File: src/include/warn_pkg.sv
//Contract
//- overload warning at 85 percent, code 1, bit7
//- regeneration warning at 85 percent, code 2, bit5
//- battery warning at 3.2 V, code 3, bit0
//- fan stopped one second, code 4, bit6
//- communication errors: encoder 5/bit4, scale 10/bit10
//- detector warnings: overheat 6/bit3, scale 9/bit8
//- oscillation warning, code 7, bit9
//- lifetime warning, code 8, bit2
//- latch time 1 to 10 s or unlimited
//- battery and lifetime latch without limit
//- output select code, zero gives OR of all
//- mask bit one suppresses that warning
//- position command active output
//- speed clamped output
//- clearable alarm output
//- speed command active output
//- servo on state output
//- divided A/B/index output, max 4 Mpps
//- open collector index inverted from differential
//- index aligned with A when multiple of 4; code aligns only when the denominator is also 1
package warn_pkg;
    // clock
    localparam int          CLK_HZ          = 100_000_000;
    localparam int          CLK_NS          = 10;
    // pulse output ceiling, edges per second after quadrupling
    localparam int          EDGE_MAX_PPS    = 4_000_000;
    localparam int          EDGE_MIN_CYC    = (CLK_HZ + EDGE_MAX_PPS - 1) / EDGE_MAX_PPS;
    // timing figures
    localparam int          FAN_STOP_MS     = 1000;
    localparam int          FAN_STOP_CYC    = FAN_STOP_MS * (CLK_HZ / 1000);
    localparam int          SEC_CYC         = CLK_HZ;
    localparam int          LATCH_MAX_S     = 10;
    localparam logic [3:0]  LATCH_UNLIMITED = 4'h0;
    // thresholds
    localparam logic [7:0]  LOAD_WARN_PCT   = 8'h55;
    localparam logic [11:0] BATT_WARN_MV    = 12'hc80;
    // warning index = select code minus one; mask bit per warning
    localparam int          NUM_WARN        = 10;
    localparam int          W_OVERLOAD      = 0;
    localparam int          W_REGEN         = 1;
    localparam int          W_BATTERY       = 2;
    localparam int          W_FAN           = 3;
    localparam int          W_ENC_COMM      = 4;
    localparam int          W_ENC_HEAT      = 5;
    localparam int          W_OSC           = 6;
    localparam int          W_LIFE          = 7;
    localparam int          W_SCALE_ERR     = 8;
    localparam int          W_SCALE_COMM    = 9;
    localparam int          MASK_BIT [NUM_WARN] = '{7, 5, 0, 6, 4, 3, 9, 2, 8, 10};
    // axi register offsets
    localparam logic [7:0]  ADDR_SELECT     = 8'h00;
    localparam logic [7:0]  ADDR_LATCH      = 8'h04;
    localparam logic [7:0]  ADDR_MASK       = 8'h08;
    localparam logic [7:0]  ADDR_DIVIDE     = 8'h0c;
    localparam logic [7:0]  ADDR_WSTATUS    = 8'h10;
    localparam logic [7:0]  ADDR_OSTATUS    = 8'h14;
    localparam logic [7:0]  ADDR_RES        = 8'h18;
    // reset values
    localparam logic [3:0]  SELECT_RST      = 4'h0;
    localparam logic [3:0]  LATCH_RST       = 4'h1;
    localparam logic [10:0] MASK_RST        = 11'h000;
    localparam logic [15:0] NUMER_RST       = 16'h0001;
    localparam logic [15:0] DENOM_RST       = 16'h0001;
    localparam logic [1:0]  RESP_OKAY       = 2'h0;
    localparam logic [1:0]  RESP_SLVERR     = 2'h2;
    // raw condition inputs from the control core
    typedef struct packed {
        logic [7:0]  load_pct;
        logic [7:0]  regen_pct;
        logic [11:0] batt_mv;
        logic        fan_stopped;
        logic        enc_comm_over;
        logic        enc_overheat;
        logic        osc_detected;
        logic        life_short;
        logic        scale_alarm;
        logic        scale_comm_over;
    } warn_cond_t;
    // status conditions
    typedef struct packed {
        logic pos_cmd;
        logic speed_limit;
        logic alarm_clearable;
        logic speed_cmd;
        logic servo_on;
    } drive_stat_t;
    // output pins
    typedef struct packed {
        logic pulse_phase_a_pos;
        logic pulse_phase_a_neg;
        logic pulse_phase_b_pos;
        logic pulse_phase_b_neg;
        logic index_pulse_pos;
        logic index_pulse_neg;
        logic index_pulse_open_collector;
    } pulse_pins_t;
endpackage

File: src/core/warning_status_pulse_outputs.sv
// Decided for this implementation: the placing of the registers and register access over AXI4-Lite.
`timescale 1ns/100ps
`default_nettype none
module warning_status_pulse_outputs
    import warn_pkg::*;
#(
    parameter int FAN_CYC = FAN_STOP_CYC,  // fan stop qualification
    parameter int SEC_CNT = SEC_CYC,       // one second of clocks
    parameter int RES_W   = 24             // encoder resolution width
) (
    // clock and reset
    input  wire logic               aclk,
    input  wire logic               aresetn,
    // axi4-lite write
    input  wire logic [7:0]         s_axi_awaddr,
    input  wire logic               s_axi_awvalid,
    output logic                    s_axi_awready,
    input  wire logic [31:0]        s_axi_wdata,
    input  wire logic [3:0]         s_axi_wstrb,
    input  wire logic               s_axi_wvalid,
    output logic                    s_axi_wready,
    output logic [1:0]              s_axi_bresp,
    output logic                    s_axi_bvalid,
    input  wire logic               s_axi_bready,
    // axi4-lite read
    input  wire logic [7:0]         s_axi_araddr,
    input  wire logic               s_axi_arvalid,
    output logic                    s_axi_arready,
    output logic [31:0]             s_axi_rdata,
    output logic [1:0]              s_axi_rresp,
    output logic                    s_axi_rvalid,
    input  wire logic               s_axi_rready,
    // conditions from control core, same clock
    input  wire warn_cond_t         cond,
    input  wire drive_stat_t        stat,
    // feedback position edges, same clock
    input  wire logic               fb_step,
    input  wire logic               fb_dir,
    input  wire logic               fb_index,
    // outputs
    output logic                    warning_out_first,
    output logic                    warning_out_second,
    output drive_stat_t             stat_out,
    output pulse_pins_t             pins
);
    initial begin
        if (FAN_CYC < 1 || SEC_CNT < 1 || RES_W < 4 || RES_W > 32)
            $error("bad parameter");
    end

    // configuration registers
    logic [3:0]  sel_first_reg;    // output 1 select code
    logic [3:0]  sel_second_reg;   // output 2 select code
    logic [3:0]  latch_reg;        // 0 unlimited, 1..10 seconds
    logic [10:0] mask_reg;         // 1 masks detection
    logic [15:0] numer_reg;        // output pulses numerator
    logic [15:0] denom_reg;        // divider denominator
    logic [RES_W-1:0] res_reg;     // encoder resolution
    logic [NUM_WARN-1:0] raw;      // detected conditions
    logic [NUM_WARN-1:0] warn_reg; // latched warnings
    logic [NUM_WARN-1:0] en;       // unmasked enable

    // raw detection
    logic [31:0] fan_cnt_reg;
    always_ff @(posedge aclk) begin
        // fan must be stopped continuously for the full time
        if (!aresetn || !cond.fan_stopped) begin
            fan_cnt_reg <= '0;
        end else if (fan_cnt_reg < 32'(FAN_CYC)) begin
            fan_cnt_reg <= fan_cnt_reg + 32'h1;
        end
    end

    always_comb begin
        raw[W_OVERLOAD]   = cond.load_pct >= LOAD_WARN_PCT;
        raw[W_REGEN]      = cond.regen_pct >= LOAD_WARN_PCT;
        raw[W_BATTERY]    = cond.batt_mv <= BATT_WARN_MV;
        raw[W_FAN]        = fan_cnt_reg >= 32'(FAN_CYC);
        raw[W_ENC_COMM]   = cond.enc_comm_over;
        raw[W_SCALE_COMM] = cond.scale_comm_over;
        raw[W_ENC_HEAT]   = cond.enc_overheat;
        raw[W_SCALE_ERR]  = cond.scale_alarm;
        raw[W_OSC]        = cond.osc_detected;
        raw[W_LIFE]       = cond.life_short;
    end

    // one second tick shared by every hold timer
    logic [31:0] sec_cnt_reg;
    logic        sec_tick;
    assign sec_tick = sec_cnt_reg == 32'(SEC_CNT - 1);
    always_ff @(posedge aclk) begin
        if (!aresetn || sec_tick) begin
            sec_cnt_reg <= '0;
        end else begin
            sec_cnt_reg <= sec_cnt_reg + 32'h1;
        end
    end

    // per warning latch and hold timer
    genvar gi;
    generate
        for (gi = 0; gi < NUM_WARN; gi++) begin : g_warn
            logic [3:0] hold_reg;   // seconds remaining after the cause clears
            logic       forever_w;  // never times out
            assign en[gi] = !mask_reg[MASK_BIT[gi]];
            assign forever_w = (gi == W_BATTERY) || (gi == W_LIFE)
                            || (latch_reg == LATCH_UNLIMITED);
            always_ff @(posedge aclk) begin
                // cause present restarts the hold; masking drops it at once
                if (!aresetn || !en[gi]) begin
                    warn_reg[gi] <= 1'b0;
                    hold_reg     <= 4'h0;
                end else if (raw[gi]) begin
                    warn_reg[gi] <= 1'b1;
                    hold_reg     <= latch_reg;
                end else if (warn_reg[gi] && !forever_w && sec_tick) begin
                    if (hold_reg <= 4'h1) begin
                        warn_reg[gi] <= 1'b0;
                    end
                    hold_reg <= hold_reg - 4'h1;
                end
            end
        end
    endgenerate

    // output select; out of range codes read as no warning
    function automatic logic pick(input logic [3:0] code, input logic [NUM_WARN-1:0] w);
        if (code == 4'h0) begin
            return |w;
        end else if (code <= 4'(NUM_WARN)) begin
            return w[code - 4'h1];
        end else begin
            return 1'b0;
        end
    endfunction

    // warning and status outputs registered
    always_ff @(posedge aclk) begin
        if (!aresetn) begin
            warning_out_first  <= 1'b0;
            warning_out_second <= 1'b0;
            stat_out           <= '0;
        end else begin
            warning_out_first  <= pick(sel_first_reg, warn_reg);
            warning_out_second <= pick(sel_second_reg, warn_reg);
            stat_out.pos_cmd         <= stat.pos_cmd;
            stat_out.speed_limit     <= stat.speed_limit;
            stat_out.alarm_clearable <= stat.alarm_clearable;
            stat_out.speed_cmd       <= stat.speed_cmd;
            stat_out.servo_on        <= stat.servo_on;
        end
    end

    // divider: accumulate numerator per feedback step, emit on denominator
    logic [16:0] acc_reg;
    logic [7:0]  pend_reg;     // pending output edges, signed by dir_reg
    logic        dir_reg;
    logic [7:0]  gap_reg;      // edge spacing counter
    logic [1:0]  quad_reg;     // gray quadrature state
    logic        emit;
    logic        add_one;
    assign add_one = fb_step && ({1'b0, acc_reg[15:0]} + {1'b0, numer_reg} >= {1'b0, denom_reg});
    // pending only drains toward the latest direction; a reversal starts afresh
    assign emit = (pend_reg != 8'h0) && (gap_reg == 8'h0);
    always_ff @(posedge aclk) begin
        if (!aresetn) begin
            acc_reg  <= '0;
            pend_reg <= '0;
            dir_reg  <= 1'b0;
        end else begin
            if (fb_step) begin
                acc_reg <= add_one ? 17'({1'b0, acc_reg[15:0]} + {1'b0, numer_reg} - {1'b0, denom_reg})
                                   : 17'({1'b0, acc_reg[15:0]} + {1'b0, numer_reg});
            end
            if (fb_step && fb_dir != dir_reg) begin
                dir_reg  <= fb_dir;
                pend_reg <= add_one ? 8'h1 : 8'h0;
            end else if (add_one && !emit && pend_reg != 8'hff) begin
                pend_reg <= pend_reg + 8'h1;
            end else if (emit && !add_one) begin
                pend_reg <= pend_reg - 8'h1;
            end
        end
    end

    // edge spacing keeps output within the edge rate ceiling
    always_ff @(posedge aclk) begin
        if (!aresetn) begin
            gap_reg <= '0;
        end else if (emit) begin
            gap_reg <= 8'(EDGE_MIN_CYC - 1);
        end else if (gap_reg != 8'h0) begin
            gap_reg <= gap_reg - 8'h1;
        end
    end

    // quadrature stepping: forward {a,b} 00-10-11-01, a leads b
    always_ff @(posedge aclk) begin
        if (!aresetn) begin
            quad_reg <= 2'h0;
        end else if (emit) begin
            case ({dir_reg, quad_reg})
                3'b000: quad_reg <= 2'b10;
                3'b010: quad_reg <= 2'b11;
                3'b011: quad_reg <= 2'b01;
                3'b001: quad_reg <= 2'b00;
                3'b100: quad_reg <= 2'b01;
                3'b101: quad_reg <= 2'b11;
                3'b111: quad_reg <= 2'b10;
                default: quad_reg <= 2'b00;
            endcase
        end
    end

    // index: aligned with a when the scaled resolution is a multiple of 4 and the denominator is one
    logic [RES_W+15:0] scaled;
    logic              synced;
    logic              index_reg;
    logic              index_now;
    assign scaled = res_reg * numer_reg;
    // divisibility by denominator is approximated by denominator equal to one
    assign synced = (scaled[1:0] == 2'b00) && (denom_reg == 16'h1);
    // registered index level from the encoder
    always_ff @(posedge aclk) begin
        if (!aresetn) begin
            index_reg <= 1'b0;
        end else begin
            index_reg <= fb_index;
        end
    end
    // gate with the same a state the pin stage registers, so index
    // and phase a leave on one edge and never skew by a cycle
    assign index_now = synced ? (index_reg && quad_reg[1]) : index_reg;

    // output pins registered
    always_ff @(posedge aclk) begin
        if (!aresetn) begin
            pins <= 7'b0101011;
        end else begin
            pins.pulse_phase_a_pos          <= quad_reg[1];
            pins.pulse_phase_a_neg          <= !quad_reg[1];
            pins.pulse_phase_b_pos          <= quad_reg[0];
            pins.pulse_phase_b_neg          <= !quad_reg[0];
            pins.index_pulse_pos            <= index_now;
            pins.index_pulse_neg            <= !index_now;
            pins.index_pulse_open_collector <= !index_now;
        end
    end

    // axi4-lite write: both channels taken together, then response
    logic aw_ok;
    assign aw_ok         = s_axi_awvalid && s_axi_wvalid && !s_axi_bvalid;
    assign s_axi_awready = aw_ok;
    assign s_axi_wready  = aw_ok;
    always_ff @(posedge aclk) begin
        if (!aresetn) begin
            sel_first_reg  <= SELECT_RST;
            sel_second_reg <= SELECT_RST;
            latch_reg      <= LATCH_RST;
            mask_reg       <= MASK_RST;
            numer_reg      <= NUMER_RST;
            denom_reg      <= DENOM_RST;
            res_reg        <= RES_W'(1 << 20);
            s_axi_bvalid   <= 1'b0;
            s_axi_bresp    <= RESP_OKAY;
        end else begin
            if (s_axi_bvalid && s_axi_bready) begin
                s_axi_bvalid <= 1'b0;
            end
            if (aw_ok) begin
                s_axi_bvalid <= 1'b1;
                s_axi_bresp  <= RESP_OKAY;
                if (s_axi_awaddr == ADDR_SELECT) begin
                    if (s_axi_wstrb[0]) sel_first_reg  <= s_axi_wdata[3:0];
                    if (s_axi_wstrb[1]) sel_second_reg <= s_axi_wdata[11:8];
                end else if (s_axi_awaddr == ADDR_LATCH) begin
                    // values above ten are refused and keep the old time
                    if (s_axi_wstrb[0] && s_axi_wdata[3:0] <= 4'(LATCH_MAX_S)) latch_reg <= s_axi_wdata[3:0];
                end else if (s_axi_awaddr == ADDR_MASK) begin
                    if (s_axi_wstrb[0]) mask_reg[7:0]  <= s_axi_wdata[7:0];
                    if (s_axi_wstrb[1]) mask_reg[10:8] <= s_axi_wdata[10:8];
                end else if (s_axi_awaddr == ADDR_DIVIDE) begin
                    if (s_axi_wstrb[0]) numer_reg[7:0]  <= s_axi_wdata[7:0];
                    if (s_axi_wstrb[1]) numer_reg[15:8] <= s_axi_wdata[15:8];
                    if (s_axi_wstrb[2] && s_axi_wdata[23:16] != 8'h0) denom_reg[7:0] <= s_axi_wdata[23:16];
                    if (s_axi_wstrb[3]) denom_reg[15:8] <= s_axi_wdata[31:24];
                end else if (s_axi_awaddr == ADDR_RES) begin
                    if (&s_axi_wstrb) res_reg <= s_axi_wdata[RES_W-1:0];
                end else if (s_axi_awaddr == ADDR_WSTATUS || s_axi_awaddr == ADDR_OSTATUS) begin
                    s_axi_bresp <= RESP_OKAY;
                end else begin
                    s_axi_bresp <= RESP_SLVERR;
                end
            end
        end
    end

    // axi4-lite read
    assign s_axi_arready = !s_axi_rvalid;
    always_ff @(posedge aclk) begin
        if (!aresetn) begin
            s_axi_rvalid <= 1'b0;
            s_axi_rdata  <= '0;
            s_axi_rresp  <= RESP_OKAY;
        end else if (s_axi_arvalid && s_axi_arready) begin
            s_axi_rvalid <= 1'b1;
            s_axi_rresp  <= RESP_OKAY;
            s_axi_rdata  <= '0;
            if (s_axi_araddr == ADDR_SELECT) begin
                s_axi_rdata <= {20'h0, sel_second_reg, 4'h0, sel_first_reg};
            end else if (s_axi_araddr == ADDR_LATCH) begin
                s_axi_rdata <= {28'h0, latch_reg};
            end else if (s_axi_araddr == ADDR_MASK) begin
                s_axi_rdata <= {21'h0, mask_reg};
            end else if (s_axi_araddr == ADDR_DIVIDE) begin
                s_axi_rdata <= {denom_reg, numer_reg};
            end else if (s_axi_araddr == ADDR_WSTATUS) begin
                s_axi_rdata <= {22'h0, warn_reg};
            end else if (s_axi_araddr == ADDR_OSTATUS) begin
                s_axi_rdata <= {25'h0, stat_out, warning_out_second, warning_out_first};
            end else if (s_axi_araddr == ADDR_RES) begin
                s_axi_rdata <= 32'(res_reg);
            end else begin
                s_axi_rresp <= RESP_SLVERR;
            end
        end else if (s_axi_rready) begin
            s_axi_rvalid <= 1'b0;
        end
    end

    // cycles since the last output edge, saturating, for the rate check
    logic [7:0] since_emit_reg;
    always_ff @(posedge aclk) begin
        if (!aresetn) begin
            since_emit_reg <= 8'hff;
        end else if (emit) begin
            since_emit_reg <= 8'h0;
        end else if (since_emit_reg != 8'hff) begin
            since_emit_reg <= since_emit_reg + 8'h1;
        end
    end
endmodule
`default_nettype wire

File: config.mk
export PLATFORM = sky130hd
export DESIGN_NAME = warning_status_pulse_outputs
export DESIGN_NICKNAME = d
export VERILOG_FILES = /design/src/include/warn_pkg.sv /design/src/core/warning_status_pulse_outputs.sv
export SDC_FILE = /design/constraint.sdc
export NUM_CORES = 1
export LEC_CHECK = 0
export BUFFER_PORTS_ARGS = -buffer_cell sky130_fd_sc_hd__buf_2
export CORE_ASPECT_RATIO = 0.9
export CORE_UTILIZATION = 35
export CTS_BUF_LIST = sky130_fd_sc_hd__clkbuf_4 sky130_fd_sc_hd__clkbuf_8
export DETAILED_ROUTE_END_ITERATION = 10
export PLACE_DENSITY = 0.51
export SLEW_MARGIN = 15
export SYNTH_ARGS = -nofsm -noshare
export SYNTH_HDL_FRONTEND = slang
export SYNTH_SLANG_ARGS = --single-unit
File: constraint.sdc
create_clock -name aclk -period 5.25 [get_ports aclk]
set_clock_uncertainty 0.1 [all_clocks]
set_input_delay 0.2625 -clock aclk [delete_from_list [all_inputs] [get_ports aclk]]
set_output_delay 0.2625 -clock aclk [all_outputs]
set_load 0.005 [all_outputs]
==> flow_metrics.env <==
export IMPL_status="completed"
export IMPL_coreArea_um2=38700
export IMPL_ff_latch_area_um2=5410
export IMPL_drv_slew=0
export IMPL_htreeDepth=2
export IMPL_io_pins=157
export IMPL_die_h_um=191
export IMPL_cts_made_buffers=49
export IMPL_ant_nets=0
export IMPL_p_seq_share_pct=34.7
export IMPL_setup_tns_ps=0
export IMPL_reg2reg_depth=26
export IMPL_yosys_warnings=0
export IMPL_clock_path_buffers=3
export IMPL_p_int_uw=4400
export IMPL_ys_seq_elements=270
export IMPL_cts_sinks=270
export IMPL_drt_initial_drc_count=700
export IMPL_cp_max_fo=9
export IMPL_layout_drive_gt1_share_pct=15.4
export IMPL_critPathLaunchType="flip-flop"
export IMPL_ys_flop_type="dfxtp_1"
export IMPL_grt_pass1_wl_mm=68.2
export IMPL_cts_root_buf="clkbuf_8"
export IMPL_wl_per_cell_um=17.1
export IMPL_required_ps=5650
export IMPL_fin_util_pct=44.6
export IMPL_drv_cap=0
export IMPL_synth_edf_count=0
export IMPL_first_pass_iters=5
export IMPL_final_cells=2484
export IMPL_crit_end="pend_reg[6]"
export IMPL_synth_cell_types=68
export IMPL_hold_class="in -> reg"
export IMPL_synth_async_sr_flop_share_pct=0
export IMPL_wl_mm=42.4
export IMPL_placedCellCount=2306
export IMPL_cellPowerDensity_nw_per_um2=381
export IMPL_fillers=3918
export IMPL_die_area_um2=40500
export IMPL_cts_tree="done"
export IMPL_power_share_switching_pct=33.1
export IMPL_start_util_pct=35.9
export IMPL_crit_type="reg -> reg"
export IMPL_worstMarginPinSlew_ps=1200
export IMPL_pwr_share_comb_pct=31.5
export IMPL_synth_area_um2=13900
export IMPL_grt_max_degree=96
export IMPL_multi_input_area_um2=7990
export IMPL_synth_seq_area_share_pct=38.9
export IMPL_clkTransAtPathRegs_ps=60
export IMPL_rows=68
export IMPL_port_buffers=154
export IMPL_irDropWorstVdd_mv=0.216
export IMPL_drc=0
export IMPL_reg2reg_slack_ps=320
export IMPL_rr_startpoint="numer_reg[0]"
export IMPL_pre_cts_slack_ps=39.0
export IMPL_worst_slack_ps=316
export IMPL_grt_use_total_pct=21.1
export IMPL_syn_inst=1687
export IMPL_hpwl_mm=29.9
export IMPL_r2r_end="pend_reg[6]"
export IMPL_max_freq_mhz=203
export IMPL_power_switching_uw=2180
export IMPL_num_nets_final=2090
export IMPL_antenna_found_initial=1
export IMPL_insertion_delay_ps=600
export IMPL_avgSynthCellArea_um2=8.24
export IMPL_area_growth_syn_to_layout_pct=24.2
export IMPL_period_share_pct=94.0
export IMPL_grt_overflow_total=0
export IMPL_dr_total_vias=13000
export IMPL_vias_per_cell=5.21
export IMPL_finalCriticalPeriod_ps=4930
export IMPL_power_frac_clock_pct=33.9
export IMPL_cp_startpoint="numer_reg[0]"
export IMPL_crit_arrival_ps=5340
export IMPL_grt_pass1_vias=12700
export IMPL_finalHoldViolations=0
export IMPL_endpoint_kind="flip-flop"
export IMPL_die_x_um=212
export IMPL_gp_congestion=0.878
export IMPL_leakage_uw=0.00709
export IMPL_slew_headroom_pct=19.7
export IMPL_setup_violations=0
layout by cell type, fill, tap and decap left out, types with 19 or more instances in the layout:
cell type        n
clkbuf_8        63
nand2_1        147
nor4_1          27
buf_2          154
mux2i_1         69
inv_1           57
ha_1            60
a22oi_1         19
nand4_1         27
o21ai_0         50
xor2_1          43
nand3_1         94
nor2_1         249
a211oi_1        21
dfxtp_1        269
buf_4           23
and3_1          23
dlygate4sd3_1   89
xnor2_1         64
a21oi_1        132
nand2b_1        23
nor3_1          36
how the worst min path moves through the flow:
stage	start	endpoint	slack, ps	depth (start not counted)
6_report	cond[33]	warn_reg[0]	30	3
5_1_grt	cond[33]	warn_reg[0]	50	3
4_1_cts	cond[33]	warn_reg[0]	10	3
3_5_place_dp	quad_reg[0]	pins[3]	330	1
2_1_floorplan	s_axi_rready	s_axi_rvalid	260	1
3_3_place_gp	quad_reg[0]	pins[3]	330	1
synth_stat cells (4+ instances only):
library cell | count | share of area (%)
nand2_1 | 147 | 4.0
o221ai_1 | 6 | 0.38
a31oi_1 | 10 | 0.45
nor3_1 | 36 | 1.3
clkbuf_1 | 65 | 1.8
o21ai_0 | 52 | 1.9
a21oi_1 | 136 | 4.9
a222oi_1 | 5 | 0.36
nor2_1 | 250 | 6.8
xor2_1 | 45 | 2.8
o41ai_1 | 4 | 0.25
nor4b_1 | 7 | 0.44
a21o_1 | 11 | 0.59
mux2i_1 | 69 | 5.0
buf_2 | 8 | 0.29
a22oi_1 | 19 | 1.0
nor2b_1 | 9 | 0.40
ha_1 | 62 | 5.6
o211ai_1 | 6 | 0.32
nor4_1 | 27 | 1.2
o21bai_1 | 5 | 0.27
nand4_1 | 27 | 1.2
a221oi_1 | 7 | 0.44
nand2b_1 | 23 | 1.0
nor3b_1 | 4 | 0.22
buf_4 | 4 | 0.22
a211oi_1 | 23 | 1.2
and3_1 | 23 | 1.0
dfxtp_1 | 270 | 39
mux4_2 | 4 | 0.65
o21a_1 | 9 | 0.49
or4_1 | 8 | 0.43
buf_1 | 7 | 0.19
inv_1 | 58 | 1.6
mux2_2 | 4 | 0.32
or3_1 | 11 | 0.50
and2_1 | 14 | 0.63
nand3_1 | 94 | 3.4
a311oi_1 | 11 | 0.69
xnor2_1 | 64 | 4.0
per-layer routing:
layer | vias up | GRT usage (%) | wire (um)
met5 | - | 0 | 0
met4 | 0 | 6.24 | 919
met3 | 62 | 3.79 | 2370
met2 | 334 | 32.7 | 18300
met1 | 6136 | 29.7 | 20900
li1 | 6418 | - | -
through the flow:
| stage | hold WS, ps | power [uW] | cell area, um2 |
|---|---|---|---|
| 2_1_floorplan | 263 | 3750 | 13900 |
| 3_5_place_dp | 334 | 4270 | 15200 |
| 6_report | 34.9 | 6580 | 17300 |
| 4_1_cts | 10.6 | 6580 | 17200 |
| 3_3_place_gp | 334 | 4260 | 15200 |
| 5_1_grt | 51.4 | 6980 | 17300 |
critical path, cell delays in order (launching register included):
cell      delay (ps)
dfxtp_1          330
ha_2             210
fa_2             360
a211oi_2         280
o21ai_0          120
a21oi_1          170
buf_4            170
o21bai_1         100
o21ba_2          240
xor2_2           150
ha_1             340
a21oi_1          150
nor2b_1           80
nor4b_2          320
o21ai_2          120
nand2_4           90
buf_6            140
inv_2             50
fa_1             410
nor2b_1          150
o21ai_0           90
nand2b_1         110
a21o_1           120
a21oi_1           70
xnor2_1          120
o21ai_0           90
a21oi_1          150
cells by family after synthesis:
| logic type | share of synthesized area, % |
|---|---|
| other | 0.0270 |
| multiplexers | 5.94 |
| XOR/XNOR | 6.87 |
| AND/OR/NAND/NOR | 23.3 |
| flip-flops | 38.9 |
| AO/OA/AOI/OAI | 14.8 |
| adder cells (fa/ha/maj) | 6.01 |
| buffers and inverters | 4.12 |
power by group through the flow:
stage | Combinational (uW) | Clock [uW] | Sequential (uW)
final | 2070 | 2230 | 2280
after global routing | 2310 | 2380 | 2300
after CTS | 2010 | 2300 | 2280
after detailed placement | 1950 | 0 | 2320
after global placement | 1940 | 0 | 2320
after floorplan | 1470 | 0 | 2280
what timing repair did:
action                                 in CTS  in global routing
hold buffers                               89                  0
setup endpoints to repair                   1                  4
buffers inserted                            0                  2
gates resized for setup                     2                 15
pin swaps                                   0                  6
endpoints found under the hold margin     128                  0
cell type report:
type / instances / area share (%)
clock inverters: 7 / 0.652
inverters: 59 / 1.30
clock buffers: 79 / 5.72
diodes: 1 / 0.0145
repair buffers: 269 / 11.0
multi-input cells: 1274 / 46.3
well taps: 525 / 3.80
flip-flops and latches: 270 / 31.3
(Power assumes the default switching activity.)
